==> src/common/card_host_pkg.sv <==
// Constants, register map and field layout of the memory card host block
//
// Summary of operation
// - SD bus: one line or four per width bit
// - MultiMedia cards use data line 0 only
// - Disabled after reset until enable bit set
// - Idle power save slows card clock further
// - Stall protection stops clock while FIFO full
// - Command and response bits change on rising edge
// - Command line open-drain or push-pull per command
// - Latency field zero waits five card clocks
// - Response type two captures 136-bit response
// - Direction and type ignored without transfer flag
// - Serial command line, data lines, card clock
// - Stream transfer ends only on stop command
// - Each data block followed by its CRC
// - Multi-block ends on stop or count exhausted
// - Addressed operation is command then response
// - Command done flag set after completed command
// - One of two slots active, chosen by slot
package card_host_pkg;
  // ****************************************
  // Register byte offsets
  // ****************************************
  localparam logic [7:0] OFF_CONTROL = 8'h00;
  localparam logic [7:0] OFF_MODE = 8'h04;
  localparam logic [7:0] OFF_CARD_CFG = 8'h08;
  localparam logic [7:0] OFF_BLOCK = 8'h0C;
  localparam logic [7:0] OFF_ARGUMENT = 8'h10;
  localparam logic [7:0] OFF_COMMAND = 8'h14;
  localparam logic [7:0] OFF_STATUS = 8'h18;
  localparam logic [7:0] OFF_RESP0 = 8'h20;
  localparam logic [7:0] OFF_RESP3 = 8'h2C;
  // ****************************************
  // Field positions
  // ****************************************
  localparam int CTL_ENABLE = 0;
  localparam int CTL_DISABLE = 1;
  localparam int MODE_PSDIV_LO = 8;
  localparam int MODE_PSE = 11;
  localparam int MODE_RDSTALL = 12;
  localparam int MODE_WRSTALL = 13;
  localparam int CFG_SLOT = 0;
  localparam int CFG_WIDTH = 1;
  localparam int CMD_RSP_LO = 6;
  localparam int CMD_OPEN_DRAIN = 11;
  localparam int CMD_MAX_LATENCY_FIELD = 12;
  localparam int CMD_TR_LO = 16;
  localparam int CMD_DIR = 18;
  localparam int CMD_TYP_LO = 19;
  localparam logic [31:0] CMD_MASK = 32'h031F1FFF;
  // ****************************************
  // Encodings and counts
  // ****************************************
  localparam logic [1:0] RSP_NONE = 2'h0;
  localparam logic [1:0] RSP_LONG = 2'h2;
  localparam logic [1:0] TR_START = 2'h1;
  localparam logic [1:0] TR_STOP = 2'h2;
  localparam logic [1:0] TYP_SINGLE = 2'h0;
  localparam logic [1:0] TYP_MULTI = 2'h1;
  localparam logic [7:0] FRAME_BITS = 8'h30;
  localparam logic [7:0] SHORT_BITS = 8'h30;
  localparam logic [7:0] LONG_BITS = 8'h88;
  localparam logic [6:0] LAT_SHORT = 7'h05;
  localparam logic [6:0] LAT_LONG = 7'h40;
  localparam logic [6:0] CRC7_POLY = 7'h09;
  localparam logic [7:0] CLKDIV_RESET = 8'hFF;
  localparam logic [1:0] RESP_OKAY = 2'h0;
  localparam logic [1:0] RESP_SLVERR = 2'h2;
  typedef enum logic [3:0] {
    ST_IDLE = 4'h1,
    ST_SEND = 4'h2,
    ST_WAIT = 4'h4,
    ST_RECV = 4'h8
  } cmd_state_e;
endpackage

==> src/rtl/card_host.sv <==
// Memory card host: AXI4-Lite registers, card clock, command and response engine
//
// Our own choices: the AXI4-Lite interface to the registers and the address map.
`timescale 1ns/1ps
module card_host (
  // Clock and reset
  input wire logic aclk,
  input wire logic aresetn,
  // AXI4-Lite write channels
  input wire logic [7:0] awaddr,
  input wire logic awvalid,
  output logic awready,
  input wire logic [31:0] wdata,
  input wire logic [3:0] wstrb,
  input wire logic wvalid,
  output logic wready,
  output logic [1:0] bresp,
  output logic bvalid,
  input wire logic bready,
  // AXI4-Lite read channels
  input wire logic [7:0] araddr,
  input wire logic arvalid,
  output logic arready,
  output logic [31:0] rdata,
  output logic [1:0] rresp,
  output logic rvalid,
  input wire logic rready,
  // Card pins, slot 0 and slot 1 share the clock
  output logic card_clock_pin,
  output logic [1:0] command_line_out,
  output logic [1:0] command_line_oe,
  input wire logic [1:0] command_line_in,
  input wire logic [1:0] card_irq_line,
  output logic [3:0] data_lane_en,
  // Data path handshake
  input wire logic rx_fifo_full,
  input wire logic tx_fifo_full,
  input wire logic block_end
);
  typedef card_host_pkg::cmd_state_e cmd_state_t;
  typedef struct packed {
    logic aw_held;
    logic [7:0] aw_addr;
    logic w_held;
    logic [31:0] w_data;
    logic [3:0] w_strb;
    logic awready;
    logic wready;
    logic bvalid;
    logic [1:0] bresp;
    logic arready;
    logic rvalid;
    logic [31:0] rdata;
    logic [1:0] rresp;
    logic en;
    logic [13:0] mode;
    logic [1:0] cfg;
    logic [15:0] blk_total;
    logic [31:0] arg;
    logic [31:0] cmd;
    logic done;
    logic tmo;
    logic xfer;
    logic xdir;
    logic [1:0] xtyp;
    logic [15:0] blk_seen;
    cmd_state_t state;
    logic [47:0] frame;
    logic [7:0] bitc;
    logic [6:0] latc;
    logic [127:0] rsp;
    logic [7:0] div;
    logic [7:0] ps;
    logic cclk;
    logic [1:0] cmdo;
    logic [1:0] cmdoe;
    logic [3:0] lanes;
  } state_s;

  state_s st_q;
  state_s st_d;

  // Byte-lane merge for AXI write strobes
  function automatic logic [31:0] merge(input logic [31:0] old, input logic [31:0] nw,
                                        input logic [3:0] strb);
    logic [31:0] r;
    r = old;
    for (int i = 0; i < 4; i++) begin
      if (strb[i]) begin
        r[i*8 +: 8] = nw[i*8 +: 8];
      end
    end
    return r;
  endfunction

  // CRC7 over start, transmission, index and argument bits of a command token
  function automatic logic [6:0] crc7(input logic [39:0] d);
    logic [6:0] c;
    logic fb;
    c = 7'h00;
    for (int i = 39; i >= 0; i--) begin
      fb = d[i] ^ c[6];
      c = {c[5:0], 1'b0};
      if (fb) begin
        c = c ^ card_host_pkg::CRC7_POLY;
      end
    end
    return c;
  endfunction

  // ****************************************
  // Next-state logic
  // ****************************************
  logic do_write;
  logic [31:0] wv;
  logic launch;
  logic stall;
  logic saving;
  logic tick;
  logic rise;
  logic fall;
  logic [7:0] ps_lim;
  logic [7:0] rsp_len;
  logic [6:0] lat_lim;
  logic [39:0] head;
  logic rsp_in;
  logic complete;
  logic xfer_end;

  always_comb begin
    st_d = st_q;
    complete = 1'b0;
    xfer_end = 1'b0;
    wv = 32'h0000_0000;
    launch = 1'b0;
    // Write: address and data taken in either order, answered once both are in
    if (st_q.awready && awvalid) begin
      st_d.aw_held = 1'b1;
      st_d.aw_addr = awaddr;
    end
    if (st_q.wready && wvalid) begin
      st_d.w_held = 1'b1;
      st_d.w_data = wdata;
      st_d.w_strb = wstrb;
    end
    do_write = st_q.aw_held && st_q.w_held && !st_q.bvalid;
    if (st_q.bvalid && bready) begin
      st_d.bvalid = 1'b0;
    end
    if (do_write) begin
      st_d.aw_held = 1'b0;
      st_d.w_held = 1'b0;
      st_d.bvalid = 1'b1;
      st_d.bresp = card_host_pkg::RESP_OKAY;
      if (st_q.aw_addr == card_host_pkg::OFF_CONTROL) begin
        wv = merge(32'h0000_0000, st_q.w_data, st_q.w_strb);
        if (wv[card_host_pkg::CTL_DISABLE]) begin
          st_d.en = 1'b0;
        end else if (wv[card_host_pkg::CTL_ENABLE]) begin
          st_d.en = 1'b1;
        end
      end else if (st_q.aw_addr == card_host_pkg::OFF_MODE) begin
        wv = merge({18'h00000, st_q.mode}, st_q.w_data, st_q.w_strb);
        st_d.mode = wv[13:0];
      end else if (st_q.aw_addr == card_host_pkg::OFF_CARD_CFG) begin
        wv = merge({30'h0000_0000, st_q.cfg}, st_q.w_data, st_q.w_strb);
        st_d.cfg = wv[1:0];
      end else if (st_q.aw_addr == card_host_pkg::OFF_BLOCK) begin
        wv = merge({16'h0000, st_q.blk_total}, st_q.w_data, st_q.w_strb);
        st_d.blk_total = wv[15:0];
      end else if (st_q.aw_addr == card_host_pkg::OFF_ARGUMENT) begin
        st_d.arg = merge(st_q.arg, st_q.w_data, st_q.w_strb);
      end else if (st_q.aw_addr == card_host_pkg::OFF_COMMAND) begin
        // Ignored while disabled or while a command is still under way
        launch = st_q.en && (st_q.state == card_host_pkg::ST_IDLE);
        if (launch) begin
          st_d.cmd = merge(st_q.cmd, st_q.w_data, st_q.w_strb) & card_host_pkg::CMD_MASK;
        end
      end else if (st_q.aw_addr != card_host_pkg::OFF_STATUS
                   && !(st_q.aw_addr >= card_host_pkg::OFF_RESP0
                        && st_q.aw_addr <= card_host_pkg::OFF_RESP3)) begin
        st_d.bresp = card_host_pkg::RESP_SLVERR;
      end
    end
    st_d.awready = !st_d.aw_held && !st_d.bvalid;
    st_d.wready = !st_d.w_held && !st_d.bvalid;
    // Read: one cycle from address to data
    if (st_q.rvalid && rready) begin
      st_d.rvalid = 1'b0;
    end
    if (st_q.arready && arvalid) begin
      st_d.rvalid = 1'b1;
      st_d.rresp = card_host_pkg::RESP_OKAY;
      if (araddr == card_host_pkg::OFF_CONTROL) begin
        st_d.rdata = 32'h0000_0000;
      end else if (araddr == card_host_pkg::OFF_MODE) begin
        st_d.rdata = {18'h00000, st_q.mode};
      end else if (araddr == card_host_pkg::OFF_CARD_CFG) begin
        st_d.rdata = {30'h0000_0000, st_q.cfg};
      end else if (araddr == card_host_pkg::OFF_BLOCK) begin
        st_d.rdata = {16'h0000, st_q.blk_total};
      end else if (araddr == card_host_pkg::OFF_ARGUMENT) begin
        st_d.rdata = st_q.arg;
      end else if (araddr == card_host_pkg::OFF_COMMAND) begin
        st_d.rdata = st_q.cmd;
      end else if (araddr == card_host_pkg::OFF_STATUS) begin
        st_d.rdata = {26'h0000000, card_irq_line[st_q.cfg[card_host_pkg::CFG_SLOT]], st_q.en,
                      (st_q.state != card_host_pkg::ST_IDLE), st_q.xfer, st_q.tmo, st_q.done};
      end else if (araddr >= card_host_pkg::OFF_RESP0 && araddr <= card_host_pkg::OFF_RESP3) begin
        st_d.rdata = st_q.rsp[araddr[3:2]*32 +: 32];
      end else begin
        st_d.rdata = 32'h0000_0000;
        st_d.rresp = card_host_pkg::RESP_SLVERR;
      end
    end
    st_d.arready = !st_d.rvalid;

    // Card clock: half period of (div+1) cycles, stretched while idle in power save
    stall = st_q.xfer && (st_q.xdir ? (st_q.mode[card_host_pkg::MODE_RDSTALL] && rx_fifo_full)
                                     : (st_q.mode[card_host_pkg::MODE_WRSTALL] && tx_fifo_full));
    saving = st_q.mode[card_host_pkg::MODE_PSE] && !st_q.xfer
             && (st_q.state == card_host_pkg::ST_IDLE);
    ps_lim = saving ? ((8'h01 << st_q.mode[card_host_pkg::MODE_PSDIV_LO +: 3])) : 8'h00;
    tick = 1'b0;
    if (!st_q.en) begin
      st_d.div = 8'h00;
      st_d.ps = 8'h00;
    end else if (stall && !st_q.cclk) begin
      st_d.div = st_q.div; // Clock parked low, no data lost
    end else if (st_q.div >= st_q.mode[7:0]) begin
      st_d.div = 8'h00;
      if (st_q.ps >= ps_lim) begin
        st_d.ps = 8'h00;
        tick = 1'b1;
      end else begin
        st_d.ps = st_q.ps + 8'h01;
      end
    end else begin
      st_d.div = st_q.div + 8'h01;
    end
    rise = tick && !st_q.cclk;
    fall = tick && st_q.cclk;
    st_d.cclk = st_q.en && (tick ? !st_q.cclk : st_q.cclk);

    // Command engine
    rsp_len = (st_q.cmd[card_host_pkg::CMD_RSP_LO +: 2] == card_host_pkg::RSP_LONG)
              ? card_host_pkg::LONG_BITS : card_host_pkg::SHORT_BITS;
    lat_lim = st_q.cmd[card_host_pkg::CMD_MAX_LATENCY_FIELD] ? card_host_pkg::LAT_LONG
                                                  : card_host_pkg::LAT_SHORT;
    rsp_in = command_line_in[st_q.cfg[card_host_pkg::CFG_SLOT]];
    head = 40'h00_0000_0000;
    case (st_q.state)
      card_host_pkg::ST_IDLE: begin
        if (launch) begin
          head = {2'h1, st_d.cmd[5:0], st_q.arg};
          st_d.frame = {head, crc7(head), 1'b1};
          st_d.bitc = 8'h00;
          st_d.latc = 7'h00;
          st_d.done = 1'b0;
          st_d.tmo = 1'b0;
          st_d.state = card_host_pkg::ST_SEND;
        end
      end
      card_host_pkg::ST_SEND: begin
        if (rise) begin
          if (st_q.bitc == card_host_pkg::FRAME_BITS) begin
            st_d.cmdoe = 2'h0;
            if (st_q.cmd[card_host_pkg::CMD_RSP_LO +: 2] == card_host_pkg::RSP_NONE) begin
              complete = 1'b1;
            end else begin
              st_d.state = card_host_pkg::ST_WAIT;
            end
          end else begin
            st_d.frame = {st_q.frame[46:0], 1'b0};
            st_d.bitc = st_q.bitc + 8'h01;
            st_d.cmdo = 2'h0;
            st_d.cmdoe = 2'h0;
            if (st_q.cmd[card_host_pkg::CMD_OPEN_DRAIN]) begin
              // Open drain: only pull low, release for a one
              st_d.cmdoe[st_q.cfg[card_host_pkg::CFG_SLOT]] = !st_q.frame[47];
            end else begin
              st_d.cmdo[st_q.cfg[card_host_pkg::CFG_SLOT]] = st_q.frame[47];
              st_d.cmdoe[st_q.cfg[card_host_pkg::CFG_SLOT]] = 1'b1;
            end
          end
        end
      end
      card_host_pkg::ST_WAIT: begin
        // Card drives on its rising edge, so sample on our falling edge
        if (fall) begin
          if (!rsp_in) begin
            st_d.bitc = 8'h01;
            st_d.rsp = {st_q.rsp[126:0], rsp_in};
            st_d.state = card_host_pkg::ST_RECV;
          end else begin
            st_d.latc = st_q.latc + 7'h01;
            if (st_q.latc + 7'h01 == lat_lim) begin
              st_d.tmo = 1'b1;
              complete = 1'b1;
            end
          end
        end
      end
      card_host_pkg::ST_RECV: begin
        if (fall) begin
          st_d.rsp = {st_q.rsp[126:0], rsp_in};
          st_d.bitc = st_q.bitc + 8'h01;
          if (st_q.bitc + 8'h01 == rsp_len) begin
            complete = 1'b1;
          end
        end
      end
      default: begin
        st_d.state = card_host_pkg::ST_IDLE;
      end
    endcase
    if (complete) begin
      st_d.done = 1'b1;
      st_d.state = card_host_pkg::ST_IDLE;
      if (st_q.cmd[card_host_pkg::CMD_TR_LO +: 2] == card_host_pkg::TR_STOP) begin
        xfer_end = 1'b1;
      end else if (st_q.cmd[card_host_pkg::CMD_TR_LO +: 2] == card_host_pkg::TR_START
                   && !st_q.tmo && !st_d.tmo) begin
        // Direction and type only matter for a transfer command
        st_d.xfer = 1'b1;
        st_d.xdir = st_q.cmd[card_host_pkg::CMD_DIR];
        st_d.xtyp = st_q.cmd[card_host_pkg::CMD_TYP_LO +: 2];
        st_d.blk_seen = 16'h0000;
      end
    end
    // Block end pulse follows each block and its CRC
    if (st_q.xfer && block_end) begin
      st_d.blk_seen = st_q.blk_seen + 16'h0001;
      if (st_q.xtyp == card_host_pkg::TYP_SINGLE
          || (st_q.xtyp == card_host_pkg::TYP_MULTI && st_q.blk_total != 16'h0000
              && st_q.blk_seen + 16'h0001 == st_q.blk_total)) begin
        xfer_end = 1'b1;
      end
    end
    if (xfer_end) begin
      st_d.xfer = 1'b0;
    end
    // Lanes: none while disabled, four with wide bus, else line 0 only and 1..3 released
    st_d.lanes = !st_q.en ? 4'h0 : (st_q.cfg[card_host_pkg::CFG_WIDTH] ? 4'hF : 4'h1);
    if (!st_q.en) begin
      st_d.state = card_host_pkg::ST_IDLE;
      st_d.cmdoe = 2'h0;
      st_d.xfer = 1'b0;
    end
  end

  // ****************************************
  // State register
  // ****************************************
  always_ff @(posedge aclk) begin
    if (!aresetn) begin
      st_q <= '0;
      st_q.state <= card_host_pkg::ST_IDLE;
      st_q.mode <= {6'h00, card_host_pkg::CLKDIV_RESET};
      st_q.done <= 1'b1;
    end else begin
      st_q <= st_d;
    end
  end

  // Outputs straight from the state flops
  assign awready = st_q.awready;
  assign wready = st_q.wready;
  assign bvalid = st_q.bvalid;
  assign bresp = st_q.bresp;
  assign arready = st_q.arready;
  assign rvalid = st_q.rvalid;
  assign rdata = st_q.rdata;
  assign rresp = st_q.rresp;
  assign card_clock_pin = st_q.cclk;
  assign command_line_out = st_q.cmdo;
  assign command_line_oe = st_q.cmdoe;
  assign data_lane_en = st_q.lanes;
endmodule
==> config.mk <==
export PLATFORM = sky130hd
export DESIGN_NAME = card_host
export DESIGN_NICKNAME = d
export VERILOG_FILES = /design/src/common/card_host_pkg.sv /design/src/rtl/card_host.sv
export SDC_FILE = /design/constraint.sdc
export NUM_CORES = 1
export LEC_CHECK = 0
export BUFFER_PORTS_ARGS = -buffer_cell sky130_fd_sc_hd__clkbuf_2
export CORE_MARGIN = 2
export CORE_UTILIZATION = 30
export CTS_BUF_LIST = sky130_fd_sc_hd__clkbuf_2 sky130_fd_sc_hd__clkbuf_4 sky130_fd_sc_hd__clkbuf_8
export DETAILED_ROUTE_END_ITERATION = 6
export PLACE_DENSITY_LB_ADDON = 0.1
export SLEW_MARGIN = 20
export SYNTH_ARGS = -nofsm -noshare
export SYNTH_HDL_FRONTEND = slang
export SYNTH_SLANG_ARGS = --single-unit
==> constraint.sdc <==
create_clock -name aclk -period 6.6 [get_ports aclk]
set_clock_uncertainty 0.1 [all_clocks]
set_input_delay 0.33 -clock aclk [delete_from_list [all_inputs] [get_ports aclk]]
set_output_delay 0.33 -clock aclk [all_outputs]
set_load 0.1 [all_outputs]
==> results.yml, run 1 <==
outcome:
  status: "complete, no violations"
setup_path:
  end_kind: "flop"
  path_common_cell: "a21o_1"
  cp-start-kind: "flop"
  crit_slowest_cell: "or4b_2"
  worstSetupPathType: "flop to flop"
  critical_path_required_ns: 7.06
  crit_chain: "nor4b_4 -> nor4bb_1 -> and2_1 -> ha_1 -> nand2b_1 -> a21o_1 -> a21o_1 -> a21o_1 -> a21o_1 -> a21o_1 -> a21o_1 -> a21oi_1 -> nor4b_1 -> ha_1 -> or3b_2 -> or4b_2 -> nand3_1 -> a21oi_1 -> buf_4 -> a21oi_1 -> buf_4 -> o21ai_0 -> a21boi_0"
  cp.arrival_ns: 6.22
  cp_max_fo: 15
  cpPeakStageDelay_ns: 0.66
yosys:
  syn_inst: 2389
  netlist_area_um2: 20000
  synth-seq-cells: 410
  synth_area_per_cell_um2: 8.38
  synth_edf_count: 0
  synth-main-ff-cell: "dfxtp_1"
  ys_types: 75
  synth-async-reset-ratio_pct: 0
  ys_seq_area_share_pct: 41.0
  synth_warnings: 0
pwr:
  vdd_ir_drop_max_mv: 0.141
  p_leak_uw: 0.00815
  power.density_nw_per_um2: 233
placed_design:
  port_buffers: 113
  dp_hpwl_mm: 45.5
  place_congestion: 0.829
sta:
  hold_viol_final: 0
  finalCriticalPeriod_ns: 5.76
  setup_viol: 0
  rsz0062_at_grt: "no"
  relSlewSlack_pct: 25.7
  tightest_slew_ns: 1.11
  fin_crit_sh_pct: 87.3
  slew_viol_final: 0
  clock.fmax_ghz: 0.173
  tns_ns: 0
run:
  cap_violations: 0
clock_network:
  insertion_delay_ns: 0.68
  cts_root_buf: "clkbuf_8"
  htreeDepth: 3
  cts_tree: "yes"
  cts_hold_buf: 52
  post_cts_buffers: 0
  clock_path_buffers: 3
  clk_pin_slew_ns: 0.06
  clock-sinks: 410
  cts-resized-gates: 0
  cts_buffers: 78
die:
  dieWidth_um: 262
  fp.coreArea_um2: 66000
  dieArea_um2: 68800
  std_cell_rows: 94
  initial_core_util_pct: 30.4
  ioPinCount: 116
  die_h_um: 262
routing:
  wl_per_cell_um: 19.6
  wirelength_mm: 65.8
  postRouteAntennaNets: 0
  drc: 0
  dr_total_vias: 17120
  via_per_inst: 5.10
  drt_iter0_markers: 1269
  dr.pass1.iters: 5
global_routing:
  grt_max_degree: 128
  grt_remaining_overflow: 0
  track_usage_pct: 18.9
  grt_pass1_wl_mm: 101
  grt_pass1_vias: 16574
  antenna_found_initial: 2
cells_and_area:
  fin_nets: 2533
  final_cell_mix: "573 x nand2_1, 410 x dfxtp_1, 218 x a21boi_0, 112 x clkbuf_2, 108 x nand3_1"
  drive_gt1_share_pct: 13.7
  mostFrequentLayoutCell: "nand2_1"
  areaGrowthSynthToFinish_pct: 15.2
  final_util_pct: 35.0
min_path:
  hold_class: "input pin to flop"
-- final cells by class --
class                           instances  area [um^2]
Antenna cell                            1         2.50
Multi-Input combinational cell       1739        10800
Tap cell                              864         1080
Sequential cell                       410         8210
Clock inverter                          8         53.8
Fill cell                            6839        42900
Clock buffer                          122         1520
Timing Repair Buffer                  190         1320
Inverter                               23         87.6
-- worst max-delay path, delay by kind of cell (launching register included) --
kind	cells	cell delay, ns
and+or+nand+nor	8	2.86
AOI/OAI and AO/OA	11	1.22
adders and majority gates	2	0.59
DFF	1	0.46
buffers and inverters	2	0.40
-- routing by layer --
metal / GRT usage, % / routed length [um]
met5: 0 / 13
met4: 6.52 / 1910
met3: 3.28 / 2780
met2: 30.0 / 29800
met1: 25.8 / 31400
-- through the flow --
step           hold WS (ns)  instance area (um^2)  cells  setup slack (ns)  power (uW)
4_1_cts             0.00310                 23100   3356             0.886        5460
3_3_place_gp          0.343                 21000   3174              1.06        2820
6_report             0.0657                 23100   3357             0.835        5370
5_1_grt              0.0692                 23100   3357             0.393        5580
3_5_place_dp          0.349                 21000   3174             0.925        2820
2_1_floorplan         0.333                 20000   2390              1.12        2730
-- cell usage after synthesis (all sizes together), types with 4 or more instances --
cell	number	area, um^2
a31oi	44	275
a22oi	26	195
a21boi	218	1640
o31ai	9	67.6
mux2i	45	458
ha	25	313
and3	20	125
a21o	15	113
nor2	96	360
o22ai	5	31.3
nor4b	7	76.3
xnor2	63	582
or3b	4	35.0
xnor3	9	204
nor4	11	68.8
inv	23	86.3
nand3	108	541
o211ai	11	82.6
xor2	31	279
nand2	573	2150
nor3	31	155
nand3b	4	30.0
o21ai	76	392
o211a	7	70.1
dfxtp	410	8210
and2	33	206
nor2b	34	213
mux4	32	721
nand2b	10	62.6
nand4b	4	35.0
a21oi	97	489
nand4	8	65.1
or4	12	90.1
or3	8	50.1
clkbuf	158	594
buf	60	417
or2	7	43.8
a221oi	13	114
-- kinds of logic after synthesis --
family	count (synthesis)	synth area share, %
AND/OR/NAND/NOR	982	22.0
AO/OA/AOI/OAI	547	18.5
flip-flops	410	41.0
buffers and inverters	241	5.48
XOR/XNOR	104	5.44
multiplexers	79	6.00
adder cells (fa/ha/maj)	25	1.56
other	1	0.0187
-- sequential cells by signal, summed over array words and instances, names as in the netlist, 2 cells and up --
name and cells:
command_line_out 2, command_line_oe 2, rdata 32, st_q 364
data_lane_en 2
-- final timing paths --
path,startpoint,endpoint,slack (ns),depth (start not counted)
max,st_q[216],st_q[233],0.84,23
max reg2reg,st_q[216],st_q[233],0.84,23
min,awvalid,st_q[420],0.07,4
min reg2reg,st_q[33],st_q[34],0.35,2
-- report_power, final --
group	internal, uW	leakage [uW]	total, uW	switching, uW
registers	2500	0.00331	2530	30.1
clock network	1450	0.000829	2580	1130
logic	90.7	0.00402	259	168
total	4040	0.00815	5370	1330
Note: power is estimated with default switching activity, not from simulation.
==> run 2, diff against run 1 <==
--- a/config.mk
+++ b/config.mk
@@ -5,12 +5,14 @@
 export SDC_FILE = /design/constraint.sdc
 export NUM_CORES = 1
 export LEC_CHECK = 0
-export BUFFER_PORTS_ARGS = -buffer_cell sky130_fd_sc_hd__clkbuf_2
+export BUFFER_PORTS_ARGS = -buffer_cell sky130_fd_sc_hd__buf_2
 export CORE_MARGIN = 2
 export CORE_UTILIZATION = 30
 export CTS_BUF_LIST = sky130_fd_sc_hd__clkbuf_2 sky130_fd_sc_hd__clkbuf_4 sky130_fd_sc_hd__clkbuf_8
 export DETAILED_ROUTE_END_ITERATION = 6
 export PLACE_DENSITY_LB_ADDON = 0.1
+export RECOVER_POWER = 50
+export SKIP_LAST_GASP = 1
 export SLEW_MARGIN = 20
 export SYNTH_ARGS = -nofsm -noshare
 export SYNTH_HDL_FRONTEND = slang
==> run 2 against run 1 <==
  * The flow now finishes with violations (capacitance limit, slew limit)
  * Clock power grew 3%
  * Global-route usage grew 0.097 points
  * Cell area is essentially flat
  * Count of clock-buffer cells in the layout grew 8
  * Sequential share of layout area is essentially flat
  * Cell count grew 0.39%
  * Total power grew 1.2%
  * Register-to-register slack lost 0.12 ns
  * Critical endpoint is now st_q[234]
  * Largest cell class unchanged
==> results.yml, run 2 (synthesis gave the netlist of run 1 again) <==
pwr:
  p_leak_uw: 0.00801
  power.density_nw_per_um2: 235
  vdd_ir_drop_max_mv: 0.134
sta:
  finalCriticalPeriod_ns: 5.89
  fin_crit_sh_pct: 89.2
  slew_viol_final: 367
  relSlewSlack_pct: -51.7
  tightest_slew_ns: 2.28
  clock.fmax_ghz: 0.170
  setup_viol: 0
  hold_viol_final: 0
  rsz0062_at_grt: "no"
  tns_ns: 0
min_path:
  hold_end: "st_q[423]"
  hp-start: "awvalid"
  hold_class: "input pin to flop"
  holdPathStages: 4
routing:
  drt_iter0_markers: 1306
  dr_total_vias: 17051
  wl_per_cell_um: 19.7
  dr.pass1.iters: 6
  postRouteAntennaNets: 0
  wirelength_mm: 66.2
  via_per_inst: 5.06
  drc: 0
clock_network:
  post_cts_buffers: 0
  cts_root_buf: "clkbuf_8"
  cts_buffers: 78
  clock-sinks: 410
  clock_path_buffers: 3
  clk_pin_slew_ns: 0.06
  insertion_delay_ns: 0.67
  htreeDepth: 3
  cts_tree: "yes"
cells_and_area:
  regMostFlops: "st_q"
  final_cell_mix: "573 x nand2_1, 410 x dfxtp_1, 218 x a21boi_0, 108 x nand3_1, 100 x clkbuf_8"
  drive_gt1_share_pct: 11.9
  mostFrequentLayoutCell: "nand2_1"
  register_area_um2: 8210
  post-route-cell-area_um2: 23100
  fin_nets: 2538
  fill_cells: 6941
  largest_reg_flops: 364
  multi_input_area_um2: 10800
  areaGrowthSynthToFinish_pct: 15.2
  instances_no_fill: 3370
setup_path:
  cp_max_fo: 15
  path_common_cell: "a21o_1"
  r2r_slack_ns: 0.71
  cp_num_buf_inv: 2
  cp.arrival_ns: 6.37
  cp-start-kind: "flop"
  reg2reg_depth: 23
  crit_slowest_cell: "nor4bb_1"
  cpPeakStageDelay_ns: 0.67
  crit_family: "simple AND/OR/NAND/NOR gates"
  r2r-end: "st_q[234]"
  worstSetupPathType: "flop to flop"
  r2r-start: "st_q[216]"
  crit_chain: "nor4b_1 -> nor4bb_1 -> and2_1 -> ha_1 -> nand2b_1 -> a21o_1 -> a21o_1 -> a21o_1 -> a21o_1 -> a21o_1 -> a21o_1 -> a21oi_1 -> nor4b_1 -> ha_1 -> or3b_2 -> or4b_2 -> nand3_1 -> a21oi_1 -> buf_4 -> a21oi_1 -> buf_4 -> o21ai_0 -> a21boi_0"
  end_kind: "flop"
  critical_path_required_ns: 7.09
  startpoint: "st_q[216]"
global_routing:
  track_usage_pct: 19.0
  grt_max_degree: 128
  grt_remaining_overflow: 0
  grt_pass1_vias: 16998
  grt_pass1_wl_mm: 102
  antenna_found_initial: 3
die:
  std_cell_rows: 94
  dieArea_um2: 68800
  fp.coreArea_um2: 66000
  ioPinCount: 116
  initial_core_util_pct: 30.4
  die_h_um: 262
  dieWidth_um: 262
placed_design:
  place_congestion: 0.826
  dp_hpwl_mm: 45.7
  port_buffers: 113
  dp.cells: 3176
  dpl_cell_area_um2: 21000
outcome:
  status: "finished with violations"
  violations: "capacitance limit, slew limit"
run:
  cap_violations: 6
run 2: changes by cell type in the layout (fill, tap and decap cells not counted), sizes merged:
cell	change
dlygate4sd3	+3
clkbuf	-49
buf	+59
run 2: stage by stage:
step,hold WS [ns],power (uW),util (%),setup WS [ns]
3_3_place_gp,0.340,2820,31.8,1.04
3_5_place_dp,0.347,2820,31.8,0.870
6_report,0.0675,5430,35.0,0.712
4_1_cts,0.00296,5530,35.1,0.848
5_1_grt,0.0652,5650,35.0,0.293
2_1_floorplan,0.333,2730,-,1.12
run 2: final cells by class:
cell class                      count  share of cell area, %
Inverter                           23                  0.380
Sequential cell                   410                   35.6
Clock buffer                      130                   6.94
Clock inverter                      8                  0.222
Tap cell                          864                   4.69
Antenna cell                        1                 0.0108
Timing Repair Buffer              195                   5.48
Multi-Input combinational cell   1739                   46.7
run 2: report_power, final:
group | total (uW) | switching, uW | internal (uW)
logic | 262 | 170 | 92.4
registers | 2520 | 28.7 | 2500
clock network | 2650 | 1120 | 1520
run 2: metal layers:
layer | vias to the layer above | share of wire, % | GRT usage, %
met5 | - | 0.015 | 0
met4 | 2 | 2.8 | 6.35
met3 | 119 | 5.0 | 4.04
met2 | 363 | 46 | 30.9
met1 | 8229 | 46 | 24.9
li1 | 8338 | - | -
run 2: worst max-delay path by stage:
stage                end  slack, ns  cells past startpoint
2_1_floorplan  st_q[233]       1.12                     24
3_3_place_gp   st_q[233]       1.04                     23
3_5_place_dp   st_q[234]       0.87                     23
4_1_cts        st_q[234]       0.85                     23
5_1_grt        st_q[226]       0.29                     22
6_report       st_q[234]       0.71                     23
run 2: repair_timing:
action	CTS	global route
hold buffers	55	0
endpoints found under the hold margin	86	0
gates resized for setup	0	0
run 2: worst min-delay path: stages:
cell	delay, ns
buf_2	0.08
nand2_1	0.19
nand2_1	0.13
a21oi_1	0.05
